### config.mk
export PLATFORM = sky130hd
export DESIGN_NAME = rps_register_page_stack
export DESIGN_NICKNAME = d
export VERILOG_FILES = /design/src/common/rps_pkg.sv /design/src/hw/rps_register_page_stack.sv
export SDC_FILE = /design/constraint.sdc
export NUM_CORES = 1
export LEC_CHECK = 0
export BUFFER_PORTS_ARGS = -buffer_cell sky130_fd_sc_hd__buf_2
export CORE_ASPECT_RATIO = 1.4
export CORE_MARGIN = 3
export CORE_UTILIZATION = 54
export CTS_CLUSTER_SIZE = 8
export DETAILED_ROUTE_END_ITERATION = 10
export PLACE_DENSITY = 0.82
export SYNTH_ARGS = -nofsm -noshare
export SYNTH_HDL_FRONTEND = slang
export SYNTH_SLANG_ARGS = --single-unit
### constraint.sdc
create_clock -name sys_clk -period 4.3 [get_ports sys_clk]
set_input_delay 0.43 -clock sys_clk [delete_from_list [all_inputs] [get_ports sys_clk]]
set_output_delay 0.43 -clock sys_clk [all_outputs]
set_load 0.02 [all_outputs]
### src/common/rps_pkg.sv
// Package for the register page stack: addresses, fields, resets, types.
package rps_pkg;
    localparam logic [7:0] PAGE_CONTROL_ADDR = 8'h84;
    localparam logic [7:0] PAGE_STACK_ADDR = 8'h85;
    localparam logic [7:0] ACTIVE_PAGE_ADDR = 8'ha7;
    localparam logic [7:0] CONFIG_PAGE = 8'h0f;
    localparam logic [7:0] CAN_PAGE = 8'h0c;
    localparam int AUTO_EN_BIT = 0;
    localparam logic [7:0] PAGE_CONTROL_RESET = 8'h01;
    localparam logic [7:0] ACTIVE_PAGE_RESET = 8'h00;
    localparam int STACK_DEPTH = 3;
    localparam logic [1:0] DEPTH_MAX = 2'h2;

    typedef struct packed {
        logic wr;
        logic rd;
        logic [7:0] addr;
        logic [7:0] wdata;
    } rps_bus_t;

    typedef struct packed {
        logic entry;
        logic ret;
        logic [7:0] page;
    } rps_irq_t;
endpackage : rps_pkg

### src/hw/rps_register_page_stack.sv
// Page select register with an automatic page stack for interrupts.
`timescale 1ns/1ps
// Notes on behaviour
// RULE_01 - Interrupt entry pushes current page when enabled.
// RULE_02 - Entry loads interrupting peripheral page as active.
// RULE_03 - Software page writes take effect unless an entry or return acts in the same cycle.
// RULE_04 - Control bit 0 enables automatic paging.
// RULE_05 - Control bits 7:1 read zero, writes ignored.
// RULE_06 - Control decoded at 0x84 on page 0x0F.
// RULE_07 - Return from interrupt pops the saved page.
module rps_register_page_stack (
    input wire logic sys_clk,
    input wire logic nrst,
    input wire rps_pkg::rps_bus_t bus,
    input wire rps_pkg::rps_irq_t irq,
    output logic [7:0] rdata,
    output logic rhit,
    output logic [7:0] active_page_select,
    output logic auto_page_enable
);

    // The stack holds three levels: the active page and two saved pages.
    // A third nested entry pushes the oldest saved page off the bottom,
    // so that page cannot be recovered by later returns.
    // A return with nothing saved selects page 0x00.
    // Entries and returns are ignored while automatic paging is off,
    // so software that turns it off inside a routine must restore the
    // page itself before it returns.
    // The active page and the next saved level are visible on every
    // page; the control register only while the configuration page is
    // selected.

    // Level 0 is the active page and the top of the stack.
    logic [7:0] page_r [rps_pkg::STACK_DEPTH];
    logic [1:0] depth_r;
    logic [7:0] rdata_nxt;

    logic on_config_page;
    logic ctrl_sel;
    logic page_sel;
    logic next_sel;
    logic any_sel;

    logic ctrl_wr;
    logic page_wr;
    logic next_wr;

    logic do_push;
    logic do_pop;
    logic stack_empty;
    logic stack_full;

    // On any other page the address of the control register belongs to
    // another block, so neither reads nor writes may reach it there.
    assign on_config_page = page_r[0] == rps_pkg::CONFIG_PAGE;
    assign ctrl_sel = (bus.addr == rps_pkg::PAGE_CONTROL_ADDR) &&
                      on_config_page; // RULE_06
    assign page_sel = bus.addr == rps_pkg::ACTIVE_PAGE_ADDR;
    assign next_sel = bus.addr == rps_pkg::PAGE_STACK_ADDR;
    assign any_sel = ctrl_sel || page_sel || next_sel;

    assign ctrl_wr = bus.wr && ctrl_sel;
    assign page_wr = bus.wr && page_sel;
    assign next_wr = bus.wr && next_sel;

    // An entry beats a return in the same cycle, and both beat a bus
    // write to a page level, so the stack never mixes two updates.
    assign do_push = irq.entry && auto_page_enable; // RULE_04
    assign do_pop = irq.ret && auto_page_enable &&
                    !irq.entry; // RULE_07

    assign stack_empty = depth_r == 2'h0;
    assign stack_full = depth_r == rps_pkg::DEPTH_MAX;

    assign active_page_select = page_r[0];

    // Only the enable bit has storage; bits 7:1 are never kept.
    always_ff @(posedge sys_clk) begin
        if (!nrst) begin
            auto_page_enable <=
                rps_pkg::PAGE_CONTROL_RESET[rps_pkg::AUTO_EN_BIT]; // RULE_06
        end else if (ctrl_wr) begin
            auto_page_enable <= bus.wdata[rps_pkg::AUTO_EN_BIT]; // RULE_05
        end
    end

    generate
        for (genvar i = 0; i < rps_pkg::STACK_DEPTH; i++) begin : g_lvl
            if (i == 0) begin : g_top
                // The active page takes the peripheral's page on entry
                // and the saved page on return.
                always_ff @(posedge sys_clk) begin
                    if (!nrst) begin
                        page_r[i] <= rps_pkg::ACTIVE_PAGE_RESET;
                    end else if (do_push) begin
                        page_r[i] <= irq.page; // RULE_02
                    end else if (do_pop && stack_empty) begin
                        page_r[i] <= rps_pkg::ACTIVE_PAGE_RESET;
                    end else if (do_pop) begin
                        page_r[i] <= page_r[i+1]; // RULE_07
                    end else if (page_wr) begin
                        page_r[i] <= bus.wdata; // RULE_03
                    end
                end

            end else if (i == rps_pkg::STACK_DEPTH - 1) begin : g_bottom
                // The deepest level loses its page when a push overflows.
                always_ff @(posedge sys_clk) begin
                    if (!nrst) begin
                        page_r[i] <= rps_pkg::ACTIVE_PAGE_RESET;
                    end else if (do_push) begin
                        page_r[i] <= page_r[i-1]; // RULE_01
                    end else if (do_pop) begin
                        page_r[i] <= rps_pkg::ACTIVE_PAGE_RESET;
                    end
                end

            end else begin : g_mid
                // Only the level just below the top is on the bus.
                always_ff @(posedge sys_clk) begin
                    if (!nrst) begin
                        page_r[i] <= rps_pkg::ACTIVE_PAGE_RESET;
                    end else if (do_push) begin
                        page_r[i] <= page_r[i-1]; // RULE_01
                    end else if (do_pop) begin
                        page_r[i] <= page_r[i+1]; // RULE_07
                    end else if (next_wr && i == 1) begin
                        page_r[i] <= bus.wdata;
                    end
                end
            end
        end
    endgenerate

    // Nesting depth saturates at the number of saved levels, which
    // matches the page that an overflowing push throws away.
    always_ff @(posedge sys_clk) begin
        if (!nrst) begin
            depth_r <= 2'h0;
        end else if (do_push && !stack_full) begin
            depth_r <= depth_r + 2'h1;
        end else if (do_pop && !stack_empty) begin
            depth_r <= depth_r - 2'h1;
        end
    end

    always_comb begin
        rdata_nxt = 8'h00;
        if (ctrl_sel) begin
            rdata_nxt = {7'h00, auto_page_enable}; // RULE_05
        end else if (page_sel) begin
            rdata_nxt = page_r[0];
        end else if (next_sel) begin
            rdata_nxt = page_r[1];
        end
    end

    // Read data stands for the one cycle after the strobe and is zero
    // otherwise, so a bus that ORs several blocks needs no other mux.
    always_ff @(posedge sys_clk) begin
        if (!nrst) begin
            rdata <= 8'h00;
        end else if (bus.rd) begin
            rdata <= rdata_nxt;
        end else begin
            rdata <= 8'h00;
        end
    end

    // The hit flag tells the core that this block answered the read.
    always_ff @(posedge sys_clk) begin
        if (!nrst) begin
            rhit <= 1'b0;
        end else if (bus.rd) begin
            rhit <= any_sel;
        end else begin
            rhit <= 1'b0;
        end
    end

endmodule : rps_register_page_stack

==> results of run 1 <==
-- critical path: stages (launching register included) --
cell	delay (ns)
dfxtp_1	0.48
and4b_1	0.49
o21a_1	0.44
a22o_1	0.21
a21o_1	0.10
-- state kept, by name (all words and copies together) (netlist names) --
| name | cells |
|---|---|
| auto_page_enable | 1 |
| depth_r | 2 |
| rdata | 8 |
| rhit | 1 |
| page_r | 24 |
-- cell families after synthesis --
kind of cell / Yosys count / share of synthesized area, %
compound gates: 49 / 22.2
simple gates: 47 / 17.2
flops: 36 / 56.3
buf+inv: 10 / 3.52
mux: 1 / 0.660
-- Yosys cell counts, types with 3 or more instances --
cell type  count  area [um2]
a21o_1        17         128
a21oi_1        3        15.0
a22o_1        16         140
a22oi_1        7        52.6
and2_1        10        62.6
and3_1         4        25.0
buf_2          3        15.0
dfxtp_1       12         240
edfxtp_1      24         721
nand2_1        8        30.0
nor2_1         9        33.8
-- power groups by stage --
stage / registers [uW] / logic, uW / clock network (uW)
finish: 400 / 65.8 / 292
floorplan: 410 / 28.8 / 0
CTS: 400 / 65.8 / 296
detailed placement: 407 / 65.4 / 0
global placement: 407 / 62.9 / 0
global route: 402 / 71.2 / 311
-- area by class of cell --
class	instances	area share, %
Clock buffer	6	3.55
Clock inverter	2	1.72
Inverter	2	0.368
Multi-Input combinational cell	97	33.5
Sequential cell	36	47.1
Tap cell	37	2.27
Timing Repair Buffer	47	11.5
-- worst max-delay path by stage --
stage                                        from                      to  slack, ns  depth (start not counted)
floorplan           auto_page_enable$_SDFFE_PN1P_  page_r[0][0]$_DFFE_PP_       2.66                          6
global placement                           bus[9]  page_r[1][0]$_DFFE_PP_       2.34                          5
detailed placement                         bus[9]  page_r[1][1]$_DFFE_PP_       2.26                          5
CTS                 auto_page_enable$_SDFFE_PN1P_  page_r[0][0]$_DFFE_PP_       2.49                          4
global route        auto_page_enable$_SDFFE_PN1P_  page_r[0][2]$_DFFE_PP_       2.37                          4
finish              auto_page_enable$_SDFFE_PN1P_  page_r[0][2]$_DFFE_PP_       2.44                          4
-- stage by stage --
| stage | setup WS, ns | hold WS, ns | utilization (%) | instances |
|---|---|---|---|---|
| floorplan | 2.66 | 0.460 | - | 143 |
| CTS | 2.49 | 0.417 | 69.6 | 227 |
| global route | 2.37 | 0.431 | 69.6 | 227 |
| detailed placement | 2.26 | 0.498 | 65.9 | 219 |
| finish | 2.44 | 0.426 | 69.6 | 227 |
| global placement | 2.34 | 0.481 | 65.9 | 219 |
-- routing by layer --
metal / global-route usage [%] / vias to the layer above / wire length [um]
li1: - / 644 / -
met1: 28.9 / 686 / 1580
met2: 37.8 / 64 / 2100
met3: 4.93 / 8 / 327
met4: 9.66 / 0 / 80
met5: 0 / - / 0
==> summary.txt, run 1 <==
FFs w/ async S/R, synth -> 0%
Pwr Total -> 758 uW
fin. max-slew vios -> 0
CTS resizes -> 0
Slew headroom -> 43.7%
Detailed Route WL -> 4090 um
Clock Path Buffers -> 2
H-tree levels -> 2
main flop type after synthesis -> edfxtp_1
setup bufs post-CTS -> 0
routed vias/inst -> 6.18
DR WL/cell -> 18.0 um
worst min path class -> in -> reg
Hold Path End -> rdata[0]$_SDFF_PN0_
grt ovf -> 0
clk_skew -> 0.00732 ns
die width -> 53.5 um
largest net degree at the start of global routing -> 25
Worst R2R End -> page_r[0][2]$_DFFE_PP_
Clk Tree Root Cell -> clkbuf_8
Ports -> 48
die area -> 3880 um2
clock power share -> 38.5%
global-route wire length before repair -> 6400 um
Avg Inst Size Synth -> 11.9 um2
outcome -> finished, final reports clean
Distinct cells, synth -> 34
internal reg-to-reg setup slack -> 2.44 ns
Syn Inst Count -> 143
crit path DAT -> 2.02 ns
CTS Hold Bufs -> 0
multi-input logic area -> 684 um2
Total GRT Usage -> 23.0%
crit path max fanout -> 10
Hold Startpoint -> bus[16]
worst-skew pair later-pin latency -> 0.29 ns
Highest Clock Rate -> 0.537 GHz
core footprint -> 2940 um2
final setup vio count -> 0
synthesized area -> 1710 um2
critical path class -> reg -> reg
Ys Warns -> 0
Num CTS Buffers -> 5
Slew @ Worst Pin -> 0.844 ns
Die Span Y -> 72.5 um
RSZ-0062 raised after global routing -> no
static leakage -> 0.000987 uW
Clk pin slew, worst setup/hold paths -> 0.07 ns
final worst path period share -> 43.3%
switching power total -> 172 uW
# diodes -> 0
IO buf count -> 47
FILL cells -> 237
sequential share of power -> 52.8%
syn nets -> 173
FF+latch area -> 961 um2
setup tns final -> 0 ns
Max VDD drop -> 0.000281 V
CP required -> 4.46 ns
most common cell after layout, fill and taps aside -> buf_2
Startpoint Class -> flip-flop
Hold Path Stages -> 3
DRT Pass-1 Iters -> 4
num rows -> 23
register area share after synthesis -> 56.3%
most frequent cells in the layout -> 47 x buf_2, 24 x edfxtp_1, 17 x a21o_1
P&R area growth vs syn -> 19.7%
Max Cap Violations -> 0
number of synthesized register bits -> 36
Design Area, Final -> 2040 um2
gpl congestion -> 0.753
final net count -> 219
DRC -> 0
share of layout cells above drive strength 1 -> 30.0%
initial core utilization -> 58.1%
dpl hpwl -> 2960 um
Fin. Hold Viols -> 0
Sw Ratio -> 22.6%
TritonCTS clock tree -> built
DP Area -> 1930 um2
R2R Path Start -> auto_page_enable$_SDFFE_PN1P_
vias in the first global route -> 1,351
CP Capture Type -> flip-flop
initial antenna violation count -> 0
ANT nets after route -> 0
Cell Pwr Density -> 371 nW/um2
Int Power -> 587 uW
fin crit period -> 1.86 ns
Via Count -> 1,402
CTS sink count -> 36
Post-synth EDFFs -> 24
r2r worst-path depth -> 4
drt first-iter violations -> 54
Comb power frac -> 8.7%
No activity file was read; power rests on OpenSTA's default activity.
==> run 2: changes to the inputs <==
--- a/config.mk
+++ b/config.mk
@@ -8,10 +8,10 @@
 export BUFFER_PORTS_ARGS = -buffer_cell sky130_fd_sc_hd__buf_2
 export CORE_ASPECT_RATIO = 1.4
 export CORE_MARGIN = 3
-export CORE_UTILIZATION = 54
+export CORE_UTILIZATION = 46
 export CTS_CLUSTER_SIZE = 8
 export DETAILED_ROUTE_END_ITERATION = 10
-export PLACE_DENSITY = 0.82
+export PLACE_DENSITY = 0.75
 export SYNTH_ARGS = -nofsm -noshare
 export SYNTH_HDL_FRONTEND = slang
 export SYNTH_SLANG_ARGS = --single-unit
==> constraint.sdc (replaced) <==
create_clock -name sys_clk -period 1.65 [get_ports sys_clk]
set_input_delay 0.165 -clock sys_clk [delete_from_list [all_inputs] [get_ports sys_clk]]
set_output_delay 0.165 -clock sys_clk [all_outputs]
set_load 0.02 [all_outputs]
==> run 2 against run 1 <==
  * Wire length increased by 8.4%
  * Critical path type unchanged
  * Die area increased by 16%
  * Register-to-register slack got worse by 2.3 ns
  * Combinational power increased to 3.0 times the previous value
  * Count of clock-buffer cells in the layout unchanged
  * Sequential share of layout area decreased by 2.8 points
  * Maximum frequency increased by 25%
  * Sequential power increased to 2.6 times the previous value
  * Worst setup slack got worse by 2.3 ns
  * First-iteration DRC count increased by 54%
  * Total power increased by 150%
  * Clock power increased by 120%
==> summary.txt, run 2 (synthesized netlist as in run 1, its figures left out) <==
switching power total -> 458 uW
static leakage -> 0.00107 uW
final worst path period share -> 90.0%
Comb power frac -> 10.5%
CP Capture Type -> flip-flop
Fin. Hold Viols -> 0
# diodes -> 0
CP required -> 1.69 ns
Clock Path Buffers -> 2
DR WL/cell -> 18.0 um
num rows -> 25
fin crit period -> 1.48 ns
P&R area growth vs syn -> 27.5%
Max VDD drop -> 0.000602 V
dpl hpwl -> 3210 um
clk_skew -> 0.00868 ns
setup bufs post-CTS -> 0
clock power share -> 34.6%
Ports -> 48
Clk pin slew, worst setup/hold paths -> 0.08 ns
routed vias/inst -> 5.81
Sw Ratio -> 24.2%
r2r worst-path depth -> 4
Cell Pwr Density -> 869 nW/um2
DRT Pass-1 Iters -> 4
Design Area, Final -> 2170 um2
Int Power -> 1430 uW
crit path max fanout -> 8
share of layout cells above drive strength 1 -> 37.7%
core footprint -> 3470 um2
Startpoint Class -> flip-flop
post-route insts no fill -> 247
Slew @ Worst Pin -> 0.490 ns
Highest Clock Rate -> 0.674 GHz
die width -> 57.5 um
gpl congestion -> 0.847
worst hold margin -> 0.161 ns
DP Area -> 2080 um2
crit path DAT -> 1.53 ns
fin. max-slew vios -> 0
IO buf count -> 47
die area -> 4480 um2
setup tns final -> 0 ns
crit path cell chain -> o21ai_0 -> and2_1 -> and3_2 -> a21o_1
Hold Path Stages -> 2
Clk Tree Root Cell -> clkbuf_8
FILL cells -> 304
outcome -> finished, final reports clean
drt first-iter violations -> 83
global-route wire length before repair -> 7220 um
highest-delay cell along the critical path -> dfxtp_2
Total GRT Usage -> 21.6%
critical path class -> reg -> reg
worst min path class -> in -> reg
Die Span Y -> 78.0 um
Via Count -> 1,435
sequential share of power -> 54.9%
initial core utilization -> 49.1%
biggest registers after layout -> page_r: 24 flops, rdata: 8 flops, depth_r: 2 flops
RSZ-0062 raised after global routing -> no
Slew headroom -> 66.5%
ANT nets after route -> 0
Max Cap Violations -> 0
most common cell after layout, fill and taps aside -> buf_2
DP Cell Count -> 239
most frequent cells in the layout -> 47 x buf_2, 24 x edfxtp_1, 17 x a21o_1
DRC -> 0
max incr delay on CP -> 0.37 ns
final net count -> 236
final setup vio count -> 0
Num CTS Buffers -> 5
register with the most flip-flops -> page_r
H-tree levels -> 2
vias in the first global route -> 1,459
max reg flops -> 24
worst-skew pair later-pin latency -> 0.29 ns
Detailed Route WL -> 4440 um
largest net degree at the start of global routing -> 25
CTS sink count -> 36
CTS Hold Bufs -> 0
initial antenna violation count -> 0
grt ovf -> 0
TritonCTS clock tree -> built
run 2: timing repair:
action / 4_1_cts / 5_1_grt
endpoints found under the setup margin: 1 / 8
gates cloned: 0 / 0
gates resized for setup: 1 / 2
run 2: area by class of cell:
type | instances | area (um2) | area share, %
sequential | 36 | 962 | 44.2
tap | 40 | 50.0 | 2.30
inverter | 2 | 7.51 | 0.345
multi-input combinational | 97 | 687 | 31.6
clock inverter | 2 | 10.0 | 0.460
clock buffer | 6 | 82.6 | 3.80
timing repair buffer | 64 | 375 | 17.3
run 2: through the flow:
stage               worst slack, ns  utilization (%)  power [uW]
floorplan                   0.00904                -        1140
global placement             0.0617             59.9        1240
detailed placement           0.0173             59.9        1250
CTS                          0.0399             62.6        1910
global route                 0.0506             62.6        1960
finish                        0.166             62.6        1890
run 2: final timing paths:
check,startpoint,endpoint,slack [ns]
setup / recovery,auto_page_enable$_SDFFE_PN1P_,page_r[0][7]$_DFFE_PP_,0.17
hold / removal,bus[4],page_r[1][4]$_DFFE_PP_,0.16
setup reg to reg,auto_page_enable$_SDFFE_PN1P_,page_r[0][7]$_DFFE_PP_,0.17
hold reg to reg,auto_page_enable$_SDFFE_PN1P_,auto_page_enable$_SDFFE_PN1P_,0.52
run 2: routing by layer:
layer | part of all wire (%) | wire length [um] | up-vias | track usage (%)
met5 | 0 | 0 | - | 0
met4 | 2.4 | 106 | 0 | 8.82
met3 | 7.1 | 313 | 11 | 5.76
met2 | 50 | 2220 | 58 | 35.6
met1 | 41 | 1800 | 685 | 26.5
li1 | - | - | 681 | -
run 2: power by group through the flow:
stage	clock, uW	combinational, uW	sequential, uW
global placement	0	191	1050
floorplan	0	75.2	1070
detailed placement	0	198	1060
CTS	672	199	1040
global route	704	216	1040
finish	655	198	1040
run 2: worst max-delay path: cells and delay by family (launching register included):
| family | cells | cell delay (ns) |
|---|---|---|
| flip-flops | 1 | 0.37 |
| AO/OA/AOI/OAI | 2 | 0.32 |
| AND/OR/NAND/NOR | 2 | 0.54 |
